### src/gpio_bank_consts.svh
// constants for the ten-pad gpio bank: register offsets, field positions,
// reset values and indicator timing; included by the package users
`ifndef GPIO_BANK_CONSTS_SVH
`define GPIO_BANK_CONSTS_SVH

`define NUM_PADS 10
`define ADDR_W 8
// register byte offsets
`define REG_DIR 8'h00
`define REG_OUT 8'h04
`define REG_IN 8'h08
`define REG_ALT 8'h0c
`define REG_STATE 8'h10
`define REG_LEVEL 8'h14
// status-indicator state field (REG_STATE bits 2:0)
`define STATE_LSB 0
`define STATE_W 3
// reset values
`define DIR_RST 10'h000
`define OUT_RST 10'h000
`define ALT_RST 1'b0
`define STATE_RST 3'h0
// indicator timing, in milliseconds at a 50 MHz clock (20 ns)
`define CLK_HZ 50000000
`define LED_ON_MS 1000
`define LED_OFF_MS 2000
`define MS_TO_CYC(ms) ((ms) * (`CLK_HZ / 1000))
// axi response codes
`define RESP_OKAY 2'b00
`define RESP_SLVERR 2'b10

`endif

### src/gpio_bank_pkg.sv
// types shared by the gpio bank and its status indicator
// assumes gpio_bank_consts.svh is on the include path
`include "gpio_bank_consts.svh"

package gpio_bank_pkg;

  // network condition driving the indicator pattern
  typedef enum logic [2:0] {
    NET_OFF = 3'h0,
    NET_UNREG = 3'h1,
    NET_IDLE = 3'h2,
    NET_PSM = 3'h3,
    NET_CONNECTING = 3'h4
  } net_state_t;

  // one pad bank's pin bundle toward the pads
  typedef struct packed {
    logic [`NUM_PADS-1:0] o;
    logic [`NUM_PADS-1:0] oe;
    logic [`NUM_PADS-1:0] weak_pull_down;
  } pad_drive_t;

endpackage

### src/status_blinker.sv
// status indicator pattern generator for the first pad's alternate function
// assumes a 50 MHz clock and a net state held steady by the caller
`timescale 1ns/1ps
`include "gpio_bank_consts.svh"

module status_blinker
  import gpio_bank_pkg::*;
(
  input wire logic aclk,
  input wire logic aresetn,
  input wire net_state_t net_state,
  input wire logic wake_evt,
  output logic led
);

  localparam int unsigned ON_CYC = `MS_TO_CYC(`LED_ON_MS);
  localparam int unsigned PERIOD_CYC = `MS_TO_CYC(`LED_ON_MS + `LED_OFF_MS);

  logic [27:0] cnt_q;
  logic blinking;
  logic psm_q;

  assign blinking = (net_state == NET_IDLE) || (net_state == NET_CONNECTING);

  // ---------------------------------------------------------------
  // blink timer
  // ---------------------------------------------------------------
  always_ff @(posedge aclk) begin
    if (!aresetn || !blinking) begin
      cnt_q <= 28'h0000000;
    end else if (cnt_q == 28'(PERIOD_CYC - 1)) begin
      cnt_q <= 28'h0000000;
    end else begin
      cnt_q <= cnt_q + 28'h0000001;
    end
  end

  // psm level toggles on wake events in NET_PSM and clears in any other state
  always_ff @(posedge aclk) begin
    if (!aresetn) begin
      psm_q <= 1'b0;
    end else if (net_state == NET_PSM) begin
      if (wake_evt) begin
        psm_q <= ~psm_q;
      end
    end else begin
      psm_q <= 1'b0;
    end
  end

  // ---------------------------------------------------------------
  // pattern select
  // ---------------------------------------------------------------
  always_ff @(posedge aclk) begin
    if (!aresetn) begin
      led <= 1'b0;
    end else begin
      unique case (net_state)
        NET_OFF: led <= 1'b0;
        NET_UNREG: led <= 1'b1;
        NET_IDLE: led <= (cnt_q < 28'(ON_CYC));
        NET_CONNECTING: led <= (cnt_q < 28'(ON_CYC));
        NET_PSM: led <= psm_q;
        default: led <= 1'b0;
      endcase
    end
  end

endmodule // status_blinker

### src/gpio_bank.sv
// ten-pad gpio bank with axi4-lite registers and status indicator
// assumes pad inputs synchronous to aclk and a pad cell doing pull and tristate
`timescale 1ns/1ps
`include "gpio_bank_consts.svh"

module gpio_bank
  import gpio_bank_pkg::*;
(
  input wire logic aclk,
  input wire logic aresetn,
  input wire logic [`ADDR_W-1:0] s_axi_awaddr,
  input wire logic [2:0] s_axi_awprot,
  input wire logic s_axi_awvalid,
  output logic s_axi_awready,
  input wire logic [31:0] s_axi_wdata,
  input wire logic [3:0] s_axi_wstrb,
  input wire logic s_axi_wvalid,
  output logic s_axi_wready,
  output logic [1:0] s_axi_bresp,
  output logic s_axi_bvalid,
  input wire logic s_axi_bready,
  input wire logic [`ADDR_W-1:0] s_axi_araddr,
  input wire logic [2:0] s_axi_arprot,
  input wire logic s_axi_arvalid,
  output logic s_axi_arready,
  output logic [31:0] s_axi_rdata,
  output logic [1:0] s_axi_rresp,
  output logic s_axi_rvalid,
  input wire logic s_axi_rready,
  input wire logic [`NUM_PADS-1:0] pad_i,
  output pad_drive_t pad,
  input wire logic net_wake
);

  // ---------------------------------------------------------------
  // registers
  // ---------------------------------------------------------------
  logic [`NUM_PADS-1:0] dir_q;
  logic [`NUM_PADS-1:0] out_q;
  logic alt_q;
  net_state_t state_q;
  logic led;

  logic [`ADDR_W-1:0] awaddr_q;
  logic aw_have_q;
  logic [31:0] wdata_q;
  logic [3:0] wstrb_q;
  logic w_have_q;
  logic do_write;

  // merges enabled byte lanes into a 32-bit old value
  function automatic logic [31:0] merge(input logic [31:0] old,
                                        input logic [31:0] nw,
                                        input logic [3:0] strb);
    logic [31:0] r;
    r = old;
    for (int i = 0; i < 4; i++) begin
      if (strb[i]) begin
        r[i*8 +: 8] = nw[i*8 +: 8];
      end
    end
    return r;
  endfunction

  // known register offsets
  function automatic logic mapped(input logic [`ADDR_W-1:0] a);
    return (a == `REG_DIR) || (a == `REG_OUT) || (a == `REG_IN) ||
           (a == `REG_ALT) || (a == `REG_STATE) || (a == `REG_LEVEL);
  endfunction

  // ---------------------------------------------------------------
  // write channel capture
  // ---------------------------------------------------------------
  always_ff @(posedge aclk) begin
    if (!aresetn) begin
      aw_have_q <= 1'b0;
      awaddr_q <= '0;
    end else if (do_write) begin
      aw_have_q <= 1'b0;
    end else if (s_axi_awvalid && s_axi_awready) begin
      aw_have_q <= 1'b1;
      awaddr_q <= {s_axi_awaddr[`ADDR_W-1:2], 2'b00};
    end
  end

  always_ff @(posedge aclk) begin
    if (!aresetn) begin
      w_have_q <= 1'b0;
      wdata_q <= 32'h00000000;
      wstrb_q <= 4'h0;
    end else if (do_write) begin
      w_have_q <= 1'b0;
    end else if (s_axi_wvalid && s_axi_wready) begin
      w_have_q <= 1'b1;
      wdata_q <= s_axi_wdata;
      wstrb_q <= s_axi_wstrb;
    end
  end

  assign do_write = aw_have_q && w_have_q && !s_axi_bvalid;

  always_ff @(posedge aclk) begin
    if (!aresetn) begin
      s_axi_awready <= 1'b0;
      s_axi_wready <= 1'b0;
    end else begin
      s_axi_awready <= !aw_have_q && !(s_axi_awvalid && s_axi_awready) &&
                       !s_axi_bvalid;
      s_axi_wready <= !w_have_q && !(s_axi_wvalid && s_axi_wready) &&
                      !s_axi_bvalid;
    end
  end

  always_ff @(posedge aclk) begin
    if (!aresetn) begin
      s_axi_bvalid <= 1'b0;
      s_axi_bresp <= `RESP_OKAY;
    end else if (do_write) begin
      s_axi_bvalid <= 1'b1;
      s_axi_bresp <= mapped(awaddr_q) ? `RESP_OKAY : `RESP_SLVERR;
    end else if (s_axi_bready) begin
      s_axi_bvalid <= 1'b0;
    end
  end

  // ---------------------------------------------------------------
  // control registers
  // ---------------------------------------------------------------
  logic [31:0] dir_n;
  logic [31:0] out_n;
  logic [31:0] alt_n;
  logic [31:0] st_n;
  assign dir_n = merge({22'h000000, dir_q}, wdata_q, wstrb_q);
  assign out_n = merge({22'h000000, out_q}, wdata_q, wstrb_q);
  assign alt_n = merge({31'h00000000, alt_q}, wdata_q, wstrb_q);
  assign st_n = merge({29'h00000000, state_q}, wdata_q, wstrb_q);

  always_ff @(posedge aclk) begin
    if (!aresetn) begin
      dir_q <= `DIR_RST;
    end else if (do_write && awaddr_q == `REG_DIR) begin
      dir_q <= dir_n[`NUM_PADS-1:0];
    end
  end

  // output latch keeps writes to input pads; they reach the pad only once its dir_q bit is set
  always_ff @(posedge aclk) begin
    if (!aresetn) begin
      out_q <= `OUT_RST;
    end else if (do_write && awaddr_q == `REG_OUT) begin
      out_q <= out_n[`NUM_PADS-1:0];
    end
  end

  always_ff @(posedge aclk) begin
    if (!aresetn) begin
      alt_q <= `ALT_RST;
    end else if (do_write && awaddr_q == `REG_ALT) begin
      alt_q <= alt_n[0];
    end
  end

  always_ff @(posedge aclk) begin
    if (!aresetn) begin
      state_q <= NET_OFF;
    end else if (do_write && awaddr_q == `REG_STATE) begin
      unique case (st_n[`STATE_LSB +: `STATE_W])
        NET_OFF, NET_UNREG, NET_IDLE, NET_PSM, NET_CONNECTING:
          state_q <= net_state_t'(st_n[`STATE_LSB +: `STATE_W]);
        default: state_q <= state_q;
      endcase
    end
  end

  // ---------------------------------------------------------------
  // status indicator
  // ---------------------------------------------------------------
  status_blinker u_blink (
    .aclk(aclk),
    .aresetn(aresetn),
    .net_state(state_q),
    .wake_evt(net_wake),
    .led(led)
  );

  // ---------------------------------------------------------------
  // pad drive
  // ---------------------------------------------------------------
  always_ff @(posedge aclk) begin
    if (!aresetn) begin
      pad.o <= '0;
      pad.oe <= '0;
      pad.weak_pull_down <= '1;
    end else begin
      for (int i = 0; i < `NUM_PADS; i++) begin
        if (i == 0 && alt_q) begin
          pad.o[i] <= led;
          pad.oe[i] <= 1'b1;
          pad.weak_pull_down[i] <= 1'b0;
        end else begin
          pad.o[i] <= dir_q[i] & out_q[i];
          pad.oe[i] <= dir_q[i];
          pad.weak_pull_down[i] <= ~dir_q[i];
        end
      end
    end
  end

  // ---------------------------------------------------------------
  // read channel
  // ---------------------------------------------------------------
  logic [31:0] rd_mux;
  always_comb begin
    rd_mux = 32'h00000000;
    unique case (s_axi_araddr & 8'hfc)
      `REG_DIR: rd_mux = {22'h000000, dir_q};
      `REG_OUT: rd_mux = {22'h000000, out_q};
      `REG_IN: rd_mux = {22'h000000, pad_i};
      `REG_ALT: rd_mux = {31'h00000000, alt_q};
      `REG_STATE: rd_mux = {29'h00000000, state_q};
      `REG_LEVEL: rd_mux = {22'h000000, pad.o};
      default: rd_mux = 32'h00000000;
    endcase
  end

  always_ff @(posedge aclk) begin
    if (!aresetn) begin
      s_axi_arready <= 1'b0;
    end else begin
      s_axi_arready <= !s_axi_rvalid && !(s_axi_arvalid && s_axi_arready);
    end
  end

  always_ff @(posedge aclk) begin
    if (!aresetn) begin
      s_axi_rvalid <= 1'b0;
      s_axi_rdata <= 32'h00000000;
      s_axi_rresp <= `RESP_OKAY;
    end else if (s_axi_arvalid && s_axi_arready) begin
      s_axi_rvalid <= 1'b1;
      s_axi_rdata <= rd_mux;
      s_axi_rresp <= mapped(s_axi_araddr & 8'hfc) ? `RESP_OKAY
                                                 : `RESP_SLVERR;
    end else if (s_axi_rready) begin
      s_axi_rvalid <= 1'b0;
    end
  end

endmodule // gpio_bank

### config.mk
export PLATFORM = sky130hd
export DESIGN_NAME = gpio_bank
export DESIGN_NICKNAME = d
export VERILOG_FILES = /design/src/gpio_bank_pkg.sv /design/src/status_blinker.sv /design/src/gpio_bank.sv
export VERILOG_INCLUDE_DIRS = /design/src
export SDC_FILE = /design/constraint.sdc
export NUM_CORES = 1
export LEC_CHECK = 0
export BUFFER_PORTS_ARGS = -buffer_cell sky130_fd_sc_hd__clkbuf_2
export CAP_MARGIN = 20
export CORE_MARGIN = 10
export CORE_UTILIZATION = 49
export CTS_CLUSTER_DIAMETER = 200
export CTS_CLUSTER_SIZE = 8
export DETAILED_ROUTE_END_ITERATION = 6
export GPL_TIMING_DRIVEN = 0
export PLACE_DENSITY = 0.77
export REMOVE_ABC_BUFFERS = 1
export SLEW_MARGIN = 20
export SYNTH_ARGS = -nofsm -noshare
export SYNTH_HDL_FRONTEND = slang
export SYNTH_SLANG_ARGS = --single-unit
### constraint.sdc
create_clock -name aclk -period 2.1 [get_ports aclk]
set_clock_uncertainty 0.15 [all_clocks]
set_input_delay 0 -clock aclk [delete_from_list [all_inputs] [get_ports aclk]]
set_output_delay 0 -clock aclk [all_outputs]
set_load 0.01 [all_outputs]
## After elaboration in Yosys (flattened, before gate mapping)

Index checks and enable logic that the tools add are counted.

- $lt $le $gt $ge: 1
- Reduce and logical (&&, ||, !) cells: 53
- Add/sub/neg operators: 1
- Bitwise logic cells: 23
- Muxes and demuxes: 12
- Equality and inequality tests: 19

Operator list:

| kind | count |
|---|---|
| 10-bit one-hot mux with 6 select lines | 1 |
| 28-bit by 1-bit adder with 28-bit output (second input constant) | 1 |
| 28-bit == test (second input constant) | 1 |
| 28-bit by 26-bit less-than comparator with 1-bit output (second input constant) | 1 |
| 6-bit by 2-bit == test with 1-bit output (second input constant) | 4 |
| 6-bit by 3-bit == test with 1-bit output (second input constant) | 4 |
| 2-bit AND reduction | 9 |
| 8-bit zero test | 2 |
| 1-bit logical AND | 14 |
| 1-bit NOT | 13 |
| 3-bit by 2-bit == test with 1-bit output (second input constant) | 4 |
| 6-bit by 1-bit == test with 1-bit output (second input constant) | 2 |
| 1-bit logical OR | 12 |
| 1-bit bitwise AND | 10 |
| 1-bit zero test | 9 |
| 1-bit 2-to-1 mux | 7 |
| 3-bit by 1-bit == test with 1-bit output (second input constant) | 2 |
| 3-bit == test (second input constant) | 2 |
| 2-bit OR reduction | 3 |
| 5-bit OR reduction | 1 |
| 2-bit 2-to-1 mux | 2 |
| 2-bit nonzero test | 2 |
| 3-bit zero test | 1 |
| 3-bit 2-to-1 mux | 1 |
| 1-bit one-hot mux with 3 select lines | 1 |

- Register bits after elaboration: 145

## Logic depth before layout (Yosys ltp)

Gate-level depths: netlist (run 1).

- Depth after elaboration: 7
- Gate-level depth with buffers: 7

## Cells and area by module

From an unflattened synthesis (run 1), not the netlist that was laid out.

- Cell total of the unflattened synthesis: 546
- Area, all modules: 5024.8 um^2

Modules (own cells, without submodules):

| module | cells an instance | area an instance (um^2) | sequential area each (um^2) | times used |
|---|---|---|---|---|
| gpio_bank | 370 | 3533.4 | 1821.7 | 1 |
| status_blinker | 176 | 1491.4 | 600.6 | 1 |

## Least setup slack after synthesis (run 1)

No wires, ideal clock.

- Path kind: register to register
- From: register u_blink.cnt_q[22]
- To: register u_blink.cnt_q[7]
- Arrival time: 1564 ps
- Period minus slack after synthesis: 1829 ps
- Cell stages (with the launch flop): 7
- Slack: 271 ps
- Required time: 1835 ps
- Path buffers: 1
- Setup time: 115 ps
- Cells stage by stage: dfxtp_1 nand3_1 or3b_2 nor3_1 a31o_2 buf_6 nor2_1

- Cells in the longest elaborated chain, start to end: 2

Ends and longest elaborated chain:

| what | RTL line | source |
|---|---|---|
| from (decl) | status_blinker.sv:19 | `logic [27:0] cnt_q;` |
| from (signal assigned) | status_blinker.sv:34 | `cnt_q <= cnt_q + 28'h0000001;` |
| 28-bit == test | status_blinker.sv:31 | `end else if (cnt_q == 28'(PERIOD_CYC - 1)) begin` |
| 2-bit OR reduction (no line) | n/a |  |

No other way between the ends.
A chain may end at the register's enable or synchronous reset.

## Worst setup path in the final report (run 1)

- From: register s_axi_arready
- To: register s_axi_rdata[9]

- Cells in the longest elaborated chain, start to end: 1

Ends and longest elaborated chain:

| what | RTL line | source |
|---|---|---|
| from (decl) | gpio_bank.sv:25 | `output logic s_axi_arready,` |
| from (signal assigned) | gpio_bank.sv:230 | `s_axi_arready <= !s_axi_rvalid && !(s_axi_arvalid && s_axi_arready);` |
| 1-bit logical AND | gpio_bank.sv:239 | `end else if (s_axi_arvalid && s_axi_arready) begin` |
| to (signal assigned) | gpio_bank.sv:241 | `s_axi_rdata <= rd_mux;` |
| to (decl) | gpio_bank.sv:26 | `output logic [31:0] s_axi_rdata,` |

No other way between the ends.

==> metrics, run 1 <==
Setup CP Type flop to flop; Final Power roughly 5.6 mW; reg2reg path depth 5; initial antenna violation count 2; Crit. End Element flop; Die ar. between 0.01 and 0.015 mm^2; vias per cell ~5.2; WP data required roughly 2.4 ns; FP Rows 36; area delta synth->final 31.80%; Die Wd 120.9 um; vias in the first global route about 4200; post-route antenna net violation count 0; hold depth 2; Post-Syn Instances just over 500; Detailed Routing Iterations Pass 1 5; r2r endpoint s_axi_rdata[9]$_SDFFE_PN0P_; total core area roughly 0.0099 mm^2; FF-to-FF setup slack 0.10 ns; Final WS setup 0.1024 ns; final WL ~13000 um; Crit path arrival time about 2.3 ns; CTS tree yes; failing checks negative hold slack; P_leak 2.679 nW; Sink Count 121; clk_lat worst skew 0.53 ns; CTS root buffer clkbuf_8; IO Port Bufs 88; Cell Area, Synth 0.004985 mm^2; Design Area, Final ~0.0066 mm^2; WL/cell approximately 16 um; RSZ-0062 raised after global routing false; status complete, but fails checks; Clock Path Buffers 2; number of remaining DRC errors 0; Ys Warns 0; Placer Congestion ~0.83; Slew headroom 0.5837; most frequent cells in the layout 120 x dfxtp_1, 87 x clkbuf_2, 48 x nand2_1, 46 x dlygate4sd3_1; HP Start aresetn; clock buffer count from CTS 17; fmax approximately 500 MHz; register area share after synthesis 0.4859; Worst Hold Endpoint pad[5]$_SDFF_PN1_; clk slew on worst S/H paths approximately 0.060 ns; final hold vios 10; register bit total from synthesis 121; leading cell type in the layout, fill and taps excluded dfxtp_1; DIE HEIGHT roughly 120 um; fraction of layout cells with a size suffix above 1 0.2293; initial DRC count about 310; CP Launch Type flop; Slew Limit Fails 0; H-tree depth 4; r2r startpoint s_axi_arready$_SDFF_PN0_; pin count of the biggest net entering global routing 72; Slew @ Worst Pin 0.6222 ns; Max FO, Critical Path 11; Global Route Usage Sum 0.1713; Hold WC Path Type input pin to flop; fin crit period between 1.5 and 2 ns; number of flops mapped to enable cells by yosys 0; Via Count between 4000 and 5000; Mapped Avg Cell Area 9.660 um^2; io pins 147; final setup fails 0; share of async-settable or async-resettable flops after synthesis 0; pre-CTS setup slack -0.07979 ns; first-pass GRT wire length 20360 um; Starting Density 0.5053; NumNets Final between 700 and 800; power density cells roughly 850 mW/mm^2; Cell variety after synth 53; grt ovf 0; maximum vdd ir drop about 0.42 mV; Post-DP Area roughly 0.0054 mm^2; Detailed Place HPWL roughly 8200 um; max-cap violations 0; WHS -0.07220 ns; Synth Flop Type dfxtp_1; Tcrit/Tclk final 0.9512
through the flow:
step                      instances  utilization  setup TNS (ns)  hold WS [ns]
after floorplan                 494            -               0      -0.06170
after global placement          715       0.5476         -0.2997       0.06912
after detailed placement        715       0.5476          -1.503       0.08071
after CTS                       794       0.6588               0       0.05911
after global routing            798       0.6660               0      0.005210
final                           798       0.6660               0      -0.07220
Yosys cell counts, drive strengths merged (2+ instances only):
cell      n  area share
a211oi    2      0.0030
a21boi   14       0.021
a21oi    11       0.012
a221o     2      0.0040
a22oi    14       0.021
a31oi     2      0.0025
and3     18       0.023
and4      2      0.0035
buf      28       0.042
clkbuf   17       0.013
dfxtp   121        0.49
inv      16       0.012
mux2      8       0.018
mux2i    32       0.064
mux4      2      0.0090
nand2    49       0.037
nand2b    5      0.0063
nand3    17       0.020
nand3b    2      0.0030
nand4     9       0.014
nor2     34       0.026
nor2b    34       0.043
nor3     13       0.018
nor4      5      0.0093
nor4b     3      0.0053
o21ai    14       0.014
o31ai     4      0.0060
or3       3      0.0043
or4       2      0.0038
xnor2    11       0.019
xor2     12       0.021
layout make-up:
type	count	area (um^2)
fillers	720	3294
clock buffers	19	441.7
clock inverters	13	166.4
diodes	2	5.005
inverters	16	60.06
flip-flops and latches	121	2424
well taps	133	166.4
repair buffers	136	943.4
multi-input cells	358	2364
report_power, final:
group / switching, mW / internal (mW) / leakage [nW]
clock: 1.08 / 1.88 / 0.291
sequential: 0.0317 / 2.33 / 0.979
combinational: 0.140 / 0.127 / 1.41
total: 1.25 / 4.33 / 2.68
critical path: stages (launching register included):
cell and delay (ns):
dfxtp_1 0.36, nand2_1 0.12, and2_2 0.31, a22oi_1 0.21, o21ai_0 0.15, dlygate4sd3_1 0.59
state kept, by name (all words and copies together), names as in the netlist, 2 cells and up:
name,cells
awaddr_q,6
dir_q,10
out_q,10
pad,30
s_axi_rdata,10
state_q,3
u_blink.cnt_q,28
wdata_q,10
wstrb_q,2
layer usage:
layer / share of wire / vias to the layer above / track usage
met5: 0 / - / 0
met4: 0.032 / 0 / 0.1063
met3: 0.075 / 29 / 0.05119
met2: 0.49 / 165 / 0.2813
met1: 0.40 / 1976 / 0.1908
li1: - / 2011 / -
how the worst max path moves through the flow:
| stage | from | endpoint | slack (ns) | cells past startpoint |
|---|---|---|---|---|
| finish | s_axi_arready$_SDFF_PN0_ | s_axi_rdata[9]$_SDFFE_PN0P_ | 0.10 | 5 |
| global route | u_blink.cnt_q[22]$_SDFF_PP0_ | u_blink.cnt_q[25]$_SDFF_PP0_ | 0.006 | 5 |
| CTS | u_blink.cnt_q[8]$_SDFF_PP0_ | u_blink.cnt_q[27]$_SDFF_PP0_ | 0.02 | 5 |
| detailed placement | u_blink.cnt_q[22]$_SDFF_PP0_ | u_blink.cnt_q[18]$_SDFF_PP0_ | -0.08 | 5 |
| global placement | u_blink.cnt_q[22]$_SDFF_PP0_ | u_blink.cnt_q[5]$_SDFF_PP0_ | -0.02 | 5 |
| floorplan | u_blink.cnt_q[22]$_SDFF_PP0_ | u_blink.cnt_q[11]$_SDFF_PP0_ | 0.21 | 5 |
cells by family (layout without fill, tap and decap cells):
| kind of cell | after synthesis | after routing | share of synthesized area |
|---|---|---|---|
| AND/OR/NAND/NOR | 199 | 199 | 0.2199 |
| flip-flops | 121 | 121 | 0.4859 |
| AO/OA/AOI/OAI | 68 | 69 | 0.09162 |
| buffers and inverters | 61 | 184 | 0.06752 |
| multiplexers | 42 | 42 | 0.09137 |
| XOR/XNOR | 23 | 23 | 0.04041 |
| adder cells (fa/ha/maj) | 1 | 1 | 0.002510 |
| other | 1 | 26 | 0.0007523 |
what timing repair did:
action / CTS / global route
pin swaps: 1 / 2
gates cloned: 0 / 1
endpoints found under the hold margin: 36 / 0
endpoints found under the setup margin: 28 / 46
setup buffers: 1 / 1
resized for setup: 1 / 10
hold buffers: 46 / 0
No activity file was read; power rests on OpenSTA's default activity.
==> run 2: changes to the inputs <==
Settings changed: CAP_MARGIN 20 to not set, CORE_UTILIZATION 49 to 46, PLACE_DENSITY 0.77 to 0.76.
Clock period 2.1 ns to 1.7 ns, I/O delays scaled along.
==> run 2 against run 1 <==
  * The flow finishes with violations (negative setup slack)
  * Sequential share of layout area down 1.8 points
  * Sequential cell count did not move
  * Critical path type unchanged
  * Sequential power increased by 23%
  * Clock-buffer cell count decreased by 1
  * Clock power increased by 17%
  * Critical endpoint is now u_blink.cnt_q[20]$_SDFF_PP0_
  * Via count increased by 7.7%
  * Critical path depth is the same
  * Register-to-register slack worse by 0.33 ns
  * Routed wire length is 20% higher
==> metrics, run 2 (synthesis gave the netlist of run 1 again) <==
Crit. End Element flop; CTS tree yes; FP Rows 37; Die ar. 0.01540 mm^2; failing checks negative setup slack; first-pass GRT wire length 22220 um; Clock Path Buffers 2; area delta synth->final 41.79%; pin count of the biggest net entering global routing 72; clk_lat worst skew 0.53 ns; initial antenna violation count 0; Critical Path Source u_blink.cnt_q[7]$_SDFF_PP0_; post-route antenna net violation count 0; Switching Share 0.2326; Starting Density 0.4764; P_leak roughly 2.9 nW; Comb power frac 0.054; final hold vios 0; fraction of layout cells with a size suffix above 1 0.3549; Detailed Place HPWL roughly 8200 um; NumNets Final 760; initial DRC count roughly 380; Critical Path End u_blink.cnt_q[20]$_SDFF_PP0_; biggest regs pad x30, u_blink.cnt_q x28; pre-CTS setup slack -0.5202 ns; CTS root buffer clkbuf_8; Placer Congestion about 0.81; IO Port Bufs 88; Hold WC Path Type input pin to flop; Placed Cells ~720; maximum vdd ir drop approximately 0.64 mV; reg2reg path depth 5; DIE HEIGHT 124.1 um; vias in the first global route 4510; clock share of power 0.515; n_diodes 0; Sink Count about 120; status complete, but fails checks; Crit path arrival time between 2 and 2.5 ns; H-tree depth 4; Global Route Usage Sum 0.1811; final std cells w/o fill 832; max reg flops 30; largest register by flop count pad; r2r endpoint u_blink.cnt_q[20]$_SDFF_PP0_; Seq pwr share 0.432; Tcrit/Tclk final 1.134; Slew Limit Fails 0; most frequent cells in the layout 96 x dfxtp_1, 87 x clkbuf_2, 46 x nand2_1, 41 x dlygate4sd3_1; fin crit period ~1.9 ns; total core area approximately 0.010 mm^2; r2r startpoint u_blink.cnt_q[7]$_SDFF_PP0_; final WL ~16000 um; Max FO, Critical Path 6; CP Launch Type flop; final setup fails 31; fmax ~520 MHz; RSZ-0062 raised after global routing true; Detailed Routing Iterations Pass 1 5; Slew headroom 0.3061; Slew @ Worst Pin around 1.0 ns; leading cell type in the layout, fill and taps excluded dfxtp_1; Die Wd approximately 120 um; WP data required about 2.0 ns; power density cells around 950 mW/mm^2; Final WS setup -0.2278 ns; Setup CP Type flop to flop; Power Internal 5.155 mW; vias per cell between 5 and 6; io pins between 100 and 150; NetSw 1.563 mW; WL/cell between 15 and 20 um; clk slew on worst S/H paths roughly 0.06 ns; Via Count approximately 4500; max-cap violations 0; FF-to-FF setup slack -0.23 ns; grt ovf 0; number of remaining DRC errors 0; clock buffer count from CTS 17
run 2: cell type report:
type | instances | area, um^2
sequential | 121 | 2481
multi-input combinational | 358 | 2589
inverter | 16 | 60.06
clock buffer | 18 | 427.9
fill | 747 | 3395
timing repair buffer | 169 | 1191
tap | 136 | 170.2
clock inverter | 14 | 148.9
run 2: worst min path at each step:
stage | from | to | slack (ns) | depth (start not counted)
after floorplan | aresetn | pad[1]$_SDFF_PN1_ | -0.06 | 1
after detailed placement | s_axi_awvalid | s_axi_awready$_SDFF_PN0_ | 0.08 | 2
after CTS | s_axi_araddr[2] | s_axi_rdata[1]$_SDFFE_PN0P_ | 0.02 | 4
after global routing | s_axi_araddr[2] | s_axi_rdata[1]$_SDFFE_PN0P_ | 0.05 | 4
after global placement | s_axi_awvalid | s_axi_awready$_SDFF_PN0_ | 0.07 | 2
final | aresetn | pad[6]$_SDFF_PN1_ | 0.008 | 2
run 2: layer usage:
| layer | global-route usage | part of all wire |
|---|---|---|
| met1 | 0.2075 | 0.40 |
| met2 | 0.3067 | 0.48 |
| met3 | 0.04932 | 0.079 |
| met4 | 0.08633 | 0.038 |
| met5 | 0 | 0 |
run 2: worst max-delay path, cell delays in order, from the launching register on:
cell and delay, ns:
dfxtp_4 0.37, and3_4 0.20, nand3_1 0.39, nor4_4 0.50
xnor2_1 0.16, nor2_1 0.06
run 2: repair_timing:
item | CTS | global route
pin swaps | 26 | 21
endpoints found under the hold margin | 36 | 0
gates resized for setup | 58 | 39
cloned | 1 | 0
setup buffers | 30 | 10
hold buffers | 41 | 0
setup endpoints to repair | 51 | 63
run 2: metrics by stage:
step                utilization  area [um^2]  power [mW]  setup TNS, ns  hold WS, ns
finish                   0.6756         7068       6.718         -3.308     0.007776
CTS                      0.6538         6840       6.711       -0.05580      0.01908
global placement         0.5166         5405       3.211         -19.95      0.07005
global route             0.6756         7068       6.918         -5.123      0.05184
detailed placement       0.5166         5405       3.220         -21.90      0.07770
floorplan                     -         4795       3.091         -5.100     -0.06170
run 2: power groups by stage:
stage | sequential, mW | clock, mW | combinational (mW)
detailed placement | 2.97 | 0 | 0.250
global placement | 2.97 | 0 | 0.244
floorplan | 2.97 | 0 | 0.124
CTS | 2.90 | 3.47 | 0.343
global route | 2.90 | 3.62 | 0.392
finish | 2.90 | 3.46 | 0.360
==> run 3: changes to the inputs <==
Settings changed: RECOVER_POWER set to 25, TNS_END_PERCENT set to 100.
==> run 3 against run 2 <==
  * Sequential power barely moved
  * Combinational power barely moved
  * The flow still finishes with violations (negative setup slack)
  * Highest routed layer unchanged
  * Worst hold slack improved by 0.021 ns
==> metrics, run 3 (synthesis gave the netlist of run 1 again) <==
RSZ-0062 raised after global routing true; Hold WC Path Type input pin to flop; FP Rows 37; clock share of power 0.515; Final Util 0.6753; Clock Path Buffers 2; WHS roughly 0.029 ns; Setup CP Type flop to flop; Crit path arrival time about 2.2 ns; CP Launch Type flop; most frequent cells in the layout 96 x dfxtp_1, 86 x clkbuf_2, 46 x nand2_1, 41 x dlygate4sd3_1; worst-path cell chain and3_4 > nand3_1 > nor4_4 > xnor2_1 > nor2_1; fraction of layout cells with a size suffix above 1 0.3520; final hold vios 0; initial antenna violation count 0; max-cap violations 0; Slew headroom 0.2232; grt ovf 0; failing checks negative setup slack; NumNets Final between 700 and 800; slowest stage delay, CP around 0.49 ns; fmax 521.5 MHz; Final WS setup -0.2176 ns; Slew Limit Fails 0; io pins 147; CTS root buffer clkbuf_8; Fillers between 700 and 800; initial DRC count 381; Sink Count between 100 and 150; power density cells 951.4 mW/mm^2; Switching Share 0.2331; P_leak approximately 2.9 nW; FF-to-FF setup slack -0.22 ns; NetSw 1.567 mW; number of remaining DRC errors 0; pin count of the biggest net entering global routing 72; clock buffer count from CTS 17; CTS tree yes; n_diodes 0; Power Internal between 5 and 6 mW; first-pass GRT wire length about 22000 um; leading cell type in the layout, fill and taps excluded dfxtp_1; Tcrit/Tclk final 1.128; biggest regs pad x30, u_blink.cnt_q x28; pre-CTS setup slack -0.5202 ns; final WL about 16000 um; Slew @ Worst Pin around 1.2 ns; CP Buf/Inv Count 0; Die Wd 124.1 um; Detailed Routing Iterations Pass 1 5; H-tree depth 4; WL/cell 18.66 um; largest delay contributor family on the critical path simple AND/OR/NAND/NOR gates; Die ar. ~0.015 mm^2; max reg flops 30; maximum vdd ir drop between 0.6 and 0.7 mV; Via Count between 4000 and 5000; Placer Congestion 0.8093; slowest CP cell nor4_4; IO Port Bufs about 90; Max FO, Critical Path 6; vias per cell 5.431; Seq pwr share 0.432; Crit. End Element flop; Comb power frac 0.054; post-route antenna net violation count 0; Starting Density 0.4764; largest register by flop count pad; final setup fails 31; total core area 0.01046 mm^2; Global Route Usage Sum 0.1811; status complete, but fails checks; area delta synth->final 41.74%; vias in the first global route about 4500; fin crit period 1.918 ns; WP data required 1.97 ns; clk_lat worst skew roughly 0.53 ns; clk slew on worst S/H paths around 0.060 ns; DIE HEIGHT roughly 120 um; Detailed Place HPWL around 8000 um
==> run 3: cell count changes in the layout (fill, tap and decap cells not counted), sizes merged <==
cell | previous run | this run
buf | 41 | 40
clkbuf | 105 | 106
==> run 3: tightest hold or removal path, delay by kind of cell <==
kind	cells	cell delay [ns]
AOI/OAI and AO/OA	2	0.40
buffers and inverters	1	0.28
==> run 3: per-stage QoR <==
stage          instances  area [um^2]  power [mW]  setup TNS, ns
2_1_floorplan        494         4795       3.091         -5.100
3_3_place_gp         718         5405       3.211         -19.95
3_5_place_dp         718         5405       3.220         -21.90
4_1_cts              822         6840       6.711       -0.05580
5_1_grt              832         7066       6.918         -5.665
6_report             832         7066       6.722         -3.160
==> run 3: power groups by stage <==
stage	clock network, mW	logic, mW	registers, mW
finish	3.46	0.360	2.90
floorplan	0	0.124	2.97
detailed placement	0	0.250	2.97
CTS	3.47	0.343	2.90
global placement	0	0.244	2.97
global route	3.62	0.392	2.90
==> run 3: path summary, 6_finish.rpt <==
kind / startpoint / end / cells past startpoint
setup / recovery: u_blink.cnt_q[7]$_SDFF_PP0_ / u_blink.cnt_q[20]$_SDFF_PP0_ / 5
hold / removal: s_axi_araddr[4] / s_axi_rdata[0]$_SDFFE_PN0P_ / 3
setup reg to reg: u_blink.cnt_q[7]$_SDFF_PP0_ / u_blink.cnt_q[20]$_SDFF_PP0_ / 5
hold reg to reg: aw_have_q$_SDFFE_PP0P_ / s_axi_awready$_SDFF_PN0_ / 1
==> run 3: final cells by class <==
class	count	area, um^2	area share
clock buffers	18	427.9	0.06056
clock inverters	14	148.9	0.02107
inverters	16	60.06	0.008500
multi-input cells	358	2589	0.3664
flip-flops and latches	121	2481	0.3512
well taps	136	170.2	0.02408
repair buffers	169	1189	0.1682
==> run 3: metal layers <==
metal	vias up	global-route usage	wire length (um)
met2	253	0.3067	7456
li1	2086	-	-
met1	2123	0.2075	6208
met4	0	0.08633	592
met3	57	0.04932	1270
met5	-	0	0
==> run 3: repair_timing <==
item / 4_1_cts / 5_1_grt
endpoints found under the hold margin: 36 / 0
hold buffers: 41 / 0
gates resized for setup: 58 / 39
cloned: 1 / 0
pin swaps: 26 / 21
endpoints found under the setup margin: 51 / 63
setup buffers: 30 / 10
